**config.mk**
```make
export PLATFORM = sky130hd
export DESIGN_NAME = drg_ctrl
export DESIGN_NICKNAME = d
export VERILOG_FILES = /design/src/rtl/drg_ctrl.v
export VERILOG_INCLUDE_DIRS = /design/src /design/src/rtl
export SDC_FILE = /design/constraint.sdc
export NUM_CORES = 1
export LEC_CHECK = 0
export CORE_MARGIN = 2
export CORE_UTILIZATION = 45
export DETAILED_ROUTE_END_ITERATION = 16
export DONT_BUFFER_PORTS = 1
export MAX_ROUTING_LAYER = met4
export SLEW_MARGIN = 10
export SYNTH_ARGS = -nofsm -noshare
export SYNTH_HDL_FRONTEND = slang
export SYNTH_SLANG_ARGS = --single-unit
```
**constraint.sdc**
```tcl
create_clock -name i_core_clk -period 3 [get_ports i_core_clk]
set_input_delay 0.15 -clock i_core_clk [delete_from_list [all_inputs] [get_ports i_core_clk]]
set_output_delay 0.15 -clock i_core_clk [all_outputs]
set_load 0.01 [all_outputs]
```
**src/rtl/drg_defs.vh**
```
// Constants for the drive run guard and sleep control block
// Function
// - Detection mode 0 compares the commanded speed with the stop speed, the only mode for space vector modulation.
// - Detection mode 1 uses the measured speed to judge the stop speed.
// - The stop speed detection time is held from 0.00 to 100.00 s, default 0.50 s, to qualify stop.
// - With terminal run control the run terminal is sampled during power-up.
// - Guard 0 ignores a run terminal active at power-up, stays stopped and enters run protection.
// - Guard 1 starts running after initialisation if the run terminal was active at power-up.
// - Below the lower limit the selector picks 0 run at limit, 1 stop, 2 sleep; default 0.
// - In sleep handling a set frequency below the limit removes drive output and coasts.
// - The running frequency falling below the limit with sleep selected enters sleep.
// - Sleep ends only after the set frequency stays above the limit for the wake delay; a selector change or a dropped run command also ends it at once.
// - The wake delay is held with a default of 0.0 s.
// - The wake delay spans 0.0 to 3600.0 s and acts only with selector 2.
`ifndef DRG_DEFS_VH
`define DRG_DEFS_VH
// ----------------------------------------
// AHB register offsets
// ----------------------------------------
`define DRG_OFS_CTRL 12'h000
`define DRG_OFS_STOP_TIME 12'h004
`define DRG_OFS_WAKE_TIME 12'h008
`define DRG_OFS_STOP_SPEED 12'h00C
`define DRG_OFS_LOW_LIMIT 12'h010
`define DRG_OFS_STATUS 12'h014
// ----------------------------------------
// Field positions and reset values
// ----------------------------------------
`define DRG_CTRL_DET_BIT 0
`define DRG_CTRL_GUARD_BIT 1
`define DRG_CTRL_ACT_LSB 2
`define DRG_CTRL_SVM_BIT 4
`define DRG_CTRL_TERM_BIT 5
`define DRG_CTRL_RST 6'h20
`define DRG_ACT_LIMIT 2'h0
`define DRG_ACT_STOP 2'h1
`define DRG_ACT_SLEEP 2'h2
`define DRG_STOP_TIME_RST 14'h0032
`define DRG_STOP_TIME_MAX 14'h2710
`define DRG_WAKE_TIME_RST 16'h0000
`define DRG_WAKE_TIME_MAX 16'h8CA0
`define DRG_STOP_SPEED_RST 16'h0032
`define DRG_LOW_LIMIT_RST 16'h0000
// ----------------------------------------
// Timing: stop time in 10 ms, wake time in 100 ms
// ----------------------------------------
`define DRG_CLK_HZ 125000000
`define DRG_TICK10_MS 10
`define DRG_TICK10_CYC (`DRG_CLK_HZ / 1000 * `DRG_TICK10_MS)
`define DRG_INIT_US 100
`define DRG_INIT_CYC (`DRG_CLK_HZ / 1000000 * `DRG_INIT_US)
`endif

```
**src/rtl/drg_ctrl.v**
```verilog
// Drive run guard, below-limit action and sleep control with AHB-Lite registers
//
// Our own choices: the address map and the AHB-Lite interface to the registers.
`timescale 1ns/1ps
`default_nettype none
`include "drg_defs.vh"
module drg_ctrl #(
   parameter TICK_CYC = `DRG_TICK10_CYC,
   parameter INIT_CYC = `DRG_INIT_CYC
) (
   input wire i_core_clk,
   input wire i_rst_b,
   input wire i_hsel,
   input wire [11:0] i_haddr,
   input wire [1:0] i_htrans,
   input wire i_hwrite,
   input wire [2:0] i_hsize,
   input wire [31:0] i_hwdata,
   input wire i_hready,
   output reg [31:0] o_hrdata,
   output wire o_hreadyout,
   output wire o_hresp,
   input wire i_run_term,
   input wire i_run_cmd,
   input wire [15:0] i_set_freq,
   input wire [15:0] i_run_freq,
   input wire [15:0] i_meas_speed,
   output reg o_drive_en,
   output reg [15:0] o_freq_ref,
   output reg o_stop_reached,
   output wire o_run_protect,
   output wire o_sleeping,
   output wire o_init_done
);
// ----------------------------------------
// State codes
// ----------------------------------------
localparam ST_INIT = 6'b000001;
localparam ST_STOP = 6'b000010;
localparam ST_PROT = 6'b000100;
localparam ST_RUN = 6'b001000;
localparam ST_SLEEP = 6'b010000;
localparam ST_LSTOP = 6'b100000;
// ----------------------------------------
// Registers
// ----------------------------------------
reg [5:0] ctrl;
reg [13:0] stop_time;
reg [15:0] wake_time;
reg [15:0] stop_speed;
reg [15:0] low_limit;
reg [5:0] state;
reg [5:0] next_state;
reg [23:0] tick_cnt;
reg tick;
reg [23:0] init_cnt;
reg term_seen;
reg term_prev;
reg [13:0] stop_cnt;
reg [3:0] sub_cnt;
reg [15:0] wake_cnt;
reg ph_wr;
reg ph_rd;
reg [11:0] ph_addr;
wire det_sel;
wire guard;
wire [1:0] act;
wire term_mode;
wire [15:0] cmp_speed;
wire below_set;
wire below_run;
wire run_req;
wire rise;
wire wake_ok;
wire [13:0] stop_lim;
wire [15:0] wake_lim;
wire init_end;
wire ahb_take;
wire [15:0] stop_clamped;
wire [15:0] wake_clamped;
// ----------------------------------------
// Next values
// ----------------------------------------
reg [5:0] next_ctrl;
reg [13:0] next_stop_time;
reg [15:0] next_wake_time;
reg [15:0] next_stop_speed;
reg [15:0] next_low_limit;
reg [31:0] next_hrdata;
reg [15:0] next_freq_ref;
reg [13:0] next_stop_cnt;
reg next_stop_reached;
function [15:0] clamp16;
   input [15:0] val;
   input [15:0] max;
   begin
      clamp16 = (val > max) ? max : val;
   end
endfunction
assign det_sel = ctrl[`DRG_CTRL_DET_BIT] & ~ctrl[`DRG_CTRL_SVM_BIT];
assign guard = ctrl[`DRG_CTRL_GUARD_BIT];
assign act = ctrl[`DRG_CTRL_ACT_LSB+1:`DRG_CTRL_ACT_LSB];
assign term_mode = ctrl[`DRG_CTRL_TERM_BIT];
assign stop_lim = stop_time;
assign wake_lim = wake_time;
assign cmp_speed = det_sel ? i_meas_speed : o_freq_ref;
assign below_set = i_set_freq < low_limit;
assign below_run = i_run_freq < low_limit;
assign run_req = term_mode ? i_run_term : i_run_cmd;
assign rise = i_run_term & ~term_prev;
assign wake_ok = ~below_set && (wake_cnt >= wake_lim);
assign init_end = (init_cnt == INIT_CYC[23:0]);
assign o_run_protect = state[2];
assign o_sleeping = state[4];
assign o_init_done = ~state[0];
assign o_hreadyout = 1'b1;
assign o_hresp = 1'b0;
assign ahb_take = i_hsel & i_hready & i_htrans[1];
// Clamped as 16 bits, then cut back to the register width on purpose
assign stop_clamped = clamp16({2'b00, i_hwdata[13:0]}, {2'b00, `DRG_STOP_TIME_MAX});
assign wake_clamped = clamp16(i_hwdata[15:0], `DRG_WAKE_TIME_MAX);
// ----------------------------------------
// AHB-Lite slave
// ----------------------------------------
always @(posedge i_core_clk) begin
   if (!i_rst_b) begin
      ph_wr <= 1'b0;
      ph_rd <= 1'b0;
      ph_addr <= 12'h000;
      o_hrdata <= 32'h00000000;
   end else begin
      ph_wr <= ahb_take & i_hwrite;
      ph_rd <= ahb_take & ~i_hwrite;
      if (ahb_take) begin
         ph_addr <= i_haddr;
      end
      o_hrdata <= next_hrdata;
   end
end
// ----------------------------------------
// Read mux
// ----------------------------------------
// Fed by the next values, so a read right behind a write sees the new word
always @* begin
   next_hrdata = o_hrdata;
   if (ahb_take & ~i_hwrite) begin
      case (i_haddr)
         `DRG_OFS_CTRL: next_hrdata = {26'h0000000, next_ctrl};
         `DRG_OFS_STOP_TIME: next_hrdata = {18'h00000, next_stop_time};
         `DRG_OFS_WAKE_TIME: next_hrdata = {16'h0000, next_wake_time};
         `DRG_OFS_STOP_SPEED: next_hrdata = {16'h0000, next_stop_speed};
         `DRG_OFS_LOW_LIMIT: next_hrdata = {16'h0000, next_low_limit};
         `DRG_OFS_STATUS: next_hrdata = {24'h000000, o_stop_reached, o_drive_en, state};
         default: next_hrdata = 32'h00000000;
      endcase
   end
end
// ----------------------------------------
// Register write path
// ----------------------------------------
// Writes land at the end of the data phase
always @* begin
   next_ctrl = ctrl;
   next_stop_time = stop_time;
   next_wake_time = wake_time;
   next_stop_speed = stop_speed;
   next_low_limit = low_limit;
   if (ph_wr) begin
      case (ph_addr)
         `DRG_OFS_CTRL: next_ctrl = i_hwdata[5:0];
         `DRG_OFS_STOP_TIME: next_stop_time = stop_clamped[13:0];
         `DRG_OFS_WAKE_TIME: next_wake_time = wake_clamped;
         `DRG_OFS_STOP_SPEED: next_stop_speed = i_hwdata[15:0];
         `DRG_OFS_LOW_LIMIT: next_low_limit = i_hwdata[15:0];
         default: next_ctrl = ctrl;
      endcase
   end
end
always @(posedge i_core_clk) begin
   if (!i_rst_b) begin
      ctrl <= `DRG_CTRL_RST;
      stop_time <= `DRG_STOP_TIME_RST;
      wake_time <= `DRG_WAKE_TIME_RST;
      stop_speed <= `DRG_STOP_SPEED_RST;
      low_limit <= `DRG_LOW_LIMIT_RST;
   end else begin
      ctrl <= next_ctrl;
      stop_time <= next_stop_time;
      wake_time <= next_wake_time;
      stop_speed <= next_stop_speed;
      low_limit <= next_low_limit;
   end
end
// ----------------------------------------
// 10 ms tick and power-up window
// ----------------------------------------
always @(posedge i_core_clk) begin
   if (!i_rst_b) begin
      tick_cnt <= 24'h000000;
      tick <= 1'b0;
      init_cnt <= 24'h000000;
      term_seen <= 1'b0;
      term_prev <= 1'b0;
   end else begin
      // Free running, so a timed span may start anywhere within a tick
      tick <= (tick_cnt == TICK_CYC[23:0] - 24'h000001);
      tick_cnt <= (tick_cnt == TICK_CYC[23:0] - 24'h000001) ? 24'h000000 : tick_cnt + 24'h000001;
      term_prev <= i_run_term;
      if (state[0]) begin
         init_cnt <= init_end ? init_cnt : init_cnt + 24'h000001;
         // Sampled through the whole window, not one instant
         if (term_mode & i_run_term) begin
            term_seen <= 1'b1;
         end
      end
   end
end
// ----------------------------------------
// Stop speed qualification
// ----------------------------------------
always @(posedge i_core_clk) begin
   if (!i_rst_b) begin
      stop_cnt <= 14'h0000;
      o_stop_reached <= 1'b0;
   end else begin
      stop_cnt <= next_stop_cnt;
      o_stop_reached <= next_stop_reached;
   end
end
always @* begin
   next_stop_cnt = stop_cnt;
   next_stop_reached = o_stop_reached;
   if (cmp_speed > stop_speed) begin
      // Any rise above the stop speed restarts the qualification time
      next_stop_cnt = 14'h0000;
      next_stop_reached = 1'b0;
   end else if (stop_cnt >= stop_lim) begin
      next_stop_reached = 1'b1;
   end else if (tick) begin
      next_stop_cnt = stop_cnt + 14'h0001;
   end
end
// ----------------------------------------
// Wake delay, counted in 100 ms steps
// ----------------------------------------
always @(posedge i_core_clk) begin
   if (!i_rst_b) begin
      wake_cnt <= 16'h0000;
      sub_cnt <= 4'h0;
   end else if (!state[4] || below_set) begin
      // Any dip restarts the whole delay
      wake_cnt <= 16'h0000;
      sub_cnt <= 4'h0;
   // Tick phase is free, so the delay may run up to one tick short
   end else if (tick && wake_cnt < wake_lim) begin
      if (sub_cnt == 4'h9) begin
         sub_cnt <= 4'h0;
         wake_cnt <= wake_cnt + 16'h0001;
      end else begin
         sub_cnt <= sub_cnt + 4'h1;
      end
   end
end
// ----------------------------------------
// Run state machine
// ----------------------------------------
always @* begin
   next_state = state;
   case (state)
      ST_INIT: begin
         if (init_end) begin
            if (term_mode & term_seen & guard) begin
               next_state = ST_RUN;
            end else if (term_mode & term_seen) begin
               next_state = ST_PROT;
            end else begin
               next_state = ST_STOP;
            end
         end
      end
      ST_PROT: begin
         // Needs a fresh rising edge after a release
         if (!term_mode || rise) begin
            next_state = ST_STOP;
         end
      end
      ST_STOP: begin
         if (run_req && !(term_mode && !i_run_term)) begin
            next_state = ST_RUN;
         end
      end
      ST_RUN: begin
         if (!run_req) begin
            next_state = ST_STOP;
         end else if (act == `DRG_ACT_SLEEP && (below_set || below_run)) begin
            next_state = ST_SLEEP;
         end else if (act == `DRG_ACT_STOP && below_set) begin
            next_state = ST_LSTOP;
         end
      end
      ST_SLEEP: begin
         if (!run_req) begin
            next_state = ST_STOP;
         end else if (act != `DRG_ACT_SLEEP) begin
            next_state = ST_RUN;
         end else if (wake_ok) begin
            next_state = ST_RUN;
         end
      end
      ST_LSTOP: begin
         if (!run_req) begin
            next_state = ST_STOP;
         end else if (!below_set || act != `DRG_ACT_STOP) begin
            next_state = ST_RUN;
         end
      end
      default: next_state = ST_INIT;
   endcase
end
always @(posedge i_core_clk) begin
   if (!i_rst_b) begin
      state <= ST_INIT;
      o_drive_en <= 1'b0;
      o_freq_ref <= 16'h0000;
   end else begin
      state <= next_state;
      // Output off in sleep lets the motor coast
      o_drive_en <= next_state[3];
      o_freq_ref <= next_freq_ref;
   end
end
// ----------------------------------------
// Frequency reference
// ----------------------------------------
// Zero whenever the drive is off, so stop detection in mode 0 sees rest
always @* begin
   next_freq_ref = 16'h0000;
   if (next_state[3]) begin
      if (below_set && act == `DRG_ACT_LIMIT) begin
         next_freq_ref = low_limit;
      end else begin
         next_freq_ref = i_set_freq;
      end
   end
end
endmodule // drg_ctrl
`default_nettype wire

```
==> results.ini <==
[finish]
fill_cells = 2431
drive_above_1_share_pct = 8.00
nNetsFinal = 1582
num_antenna_cells = 0
synthToLayoutAreaGrowth_pct = 14.5
utilization_pct = 52.1

[sta]
finalHoldViolCount = 0
slew_viol_final = 0
fin_crit_sh_pct = 94.3
clock_skew_ps = 13.1
worst_pin_slew_ps = 1200
setup_viol = 0
fmax_mhz = 354
fin_tns_setup_ps = 0
rsz0062_at_grt = false
slew-limit-headroom_pct = 20.0
min_period_ps = 2830

[die]
ios = 159
fp.dieArea_sq_um = 26600
core_region_area_sq_um = 25000
initial_utilization_pct = 45.5
die_w_um = 163
num_rows = 58
die_h_um = 163

[global_routing]
grt_max_degree = 99
grt_usage_pct = 24.2
antenna_found_initial = 0
grt_pass1_vias = 9370
grt_pass1_wl_mm = 50.0
grt_overflow = 0

[clock_tree]
tritoncts = built
clk_latency_ps = 510
cts-root-buf = clkbuf_16
clk_pin_slew_ps = 60
clk_path_buf_depth = 3
cts_made_buffers = 23
cts.sinks = 205
cts_htree_levels = 1

[min_path]
whs_endpoint = wake_lim[13]
hold_start = i_hwdata[13]
hp-class = in2reg
min_path_cells = 3

[synthesis]
ys.flop_type = dfxtp_1
synth-async-reset-ratio_pct = 0
syn_avg_cell_area_sq_um = 8.42
synth_top_cell_by_area = dfxtp_1
netlist_area_sq_um = 11400
synth-edff-count = 0
seq_area_frac_synth_pct = 36.0
yosysTopAreaCellShare_pct = 36.0
ys_types = 75
synthTopCellsByArea = dfxtp_1 36%, ha_1 8.9%, nor2_1 6.2%, mux2i_1 5.2%, nand2_1 3.2%
syn_inst = 1354
synth-seq-cells = 205
yosysWarnings = 0

[worst_setup_path]
r2r-end = o_freq_ref[10]
critical_path_arrival_ps = 3180
cp-start-kind = register
crit_type = reg2reg
cp_data_required_time_ps = 3360
rr_startpoint = low_limit[9]
worstSetupEndpointType = register
ff2ff_setup_slack_ps = 170
reg2regPathDepth = 10
critical_path_peak_fanout = 17

[placement]
gp_routability_congestion = 0.881
io_buffers = 0
dp_hpwl_mm = 22.8

[job]
maxCapViolations = 0

[drt]
antenna_left = 0
vias = 9809
wl_per_cell_um = 18.2
viasPerCell = 5.63
drc = 0
routed_wirelength_mm = 31.8
drt_iter0_markers = 828
dr.pass1.iters = 5

[power_and_ir_drop]
p_leak_nw = 5.27
vdd_ir_drop_max_mv = 0.416
total_power_mw = 5.87
power_density_nw_per_um2 = 450

[outcome]
status = finished, final reports clean

==> per-layer routing <==
layer,part of all wire (%),vias to the layer above,GRT usage [%]
li1,-,4855,-
met1,44,4627,31.2
met2,46,274,38.3
met3,7.3,53,5.41
met4,2.2,0,6.03
met5,0,-,-
==> how the worst max path moves through the flow <==
stage	cells past startpoint	to	start
floorplan	13	o_stop_reached	ctrl[0]
detailed placement	10	o_freq_ref[10]	low_limit[9]
CTS	10	o_freq_ref[10]	low_limit[9]
global route	13	o_stop_reached	ctrl[0]
global placement	10	o_freq_ref[10]	low_limit[9]
finish	10	o_freq_ref[10]	low_limit[9]
==> flip-flops by register name, indices dropped and copies added, names as in the netlist, 4 cells and up <==
signal / cells
stop_cnt: 14
ph_addr: 12
low_limit: 16
ctrl: 6
sub_cnt: 4
tick_cnt: 24
state: 5
o_hrdata: 16
stop_speed: 16
wake_cnt: 16
wake_lim: 16
stop_lim: 14
o_freq_ref: 16
init_cnt: 24
==> final cells by class <==
type,count,area [sq um],share of cell area (%)
inverters,78,293,2.24
clock inverters,2,12.5,0.0959
clock buffers,39,746,5.71
multi-input cells,1008,6700,51.4
repair buffers,81,778,5.96
well taps,330,413,3.16
flip-flops and latches,205,4100,31.5
==> cells by family (layout without fill, tap and decap cells) <==
kind of cell	after synthesis	after routing	share of synthesized area, %
flip-flops	205	205	36.0
other	2	18	0.0659
multiplexers	75	75	6.76
AO/OA/AOI/OAI	215	215	13.0
buffers and inverters	157	200	5.90
adder cells (fa/ha/maj)	81	81	8.89
AND/OR/NAND/NOR	548	548	23.9
XOR/XNOR	71	71	5.45
==> per-stage QoR <==
step	cell area (sq um)	setup slack [ps]	std cells	hold WS, ps
after floorplan	11500	100	1370	272
after global placement	11800	195	1654	223
after detailed placement	11800	73.1	1654	225
after CTS	13000	64.7	1743	9.26
after global routing	13000	23.6	1743	16.0
final	13000	171	1743	15.9
==> cells in the mapped netlist (21+ instances only) <==
| library cell | number |
|---|---|
| xor2_1 | 40 |
| nand3_1 | 47 |
| nand4_1 | 31 |
| ha_1 | 81 |
| xnor2_1 | 31 |
| o21ai_0 | 40 |
| nand2_1 | 98 |
| clkbuf_1 | 50 |
| inv_1 | 77 |
| mux2i_1 | 59 |
| and3_1 | 25 |
| dfxtp_1 | 205 |
| nor3_1 | 49 |
| nor2_1 | 187 |
| buf_4 | 21 |
| a21oi_1 | 48 |
==> worst max-delay path, cell delays in order, from the launching register on <==
cell and delay, ps:
dfxtp_1 330, inv_1 60, ha_1 280, a21o_1 160, a221oi_1 360, o221ai_2 240, or3_1 390, a211o_1 300
a211oi_2 260, buf_12 190, nor3_1 70
==> layout by cell type, fill, tap and decap left out, types with 40 or more instances in the layout <==
master	count
nor3_1	49
a21oi_1	48
xor2_1	40
inv_1	77
nand3_1	47
nand2_1	98
dlygate4sd3_1	48
dfxtp_1	205
mux2i_1	59
ha_1	81
nor2_1	187
o21ai_0	40
==> repair_timing <==
action	in CTS	in global routing
hold buffers	48	0
resized for setup	0	3
setup buffers	0	0
endpoints found under the hold margin	118	0
setup endpoints to repair	0	17
==> where the power goes <==
| part | internal, mW | total [mW] | switching, mW |
|---|---|---|---|
| Clock | 1.68 | 2.81 | 1.13 |
| Sequential | 2.74 | 2.75 | 0.0152 |
| Combinational | 0.130 | 0.307 | 0.177 |
| Total | 4.55 | 5.87 | 1.32 |
(Power assumes the default switching activity.)
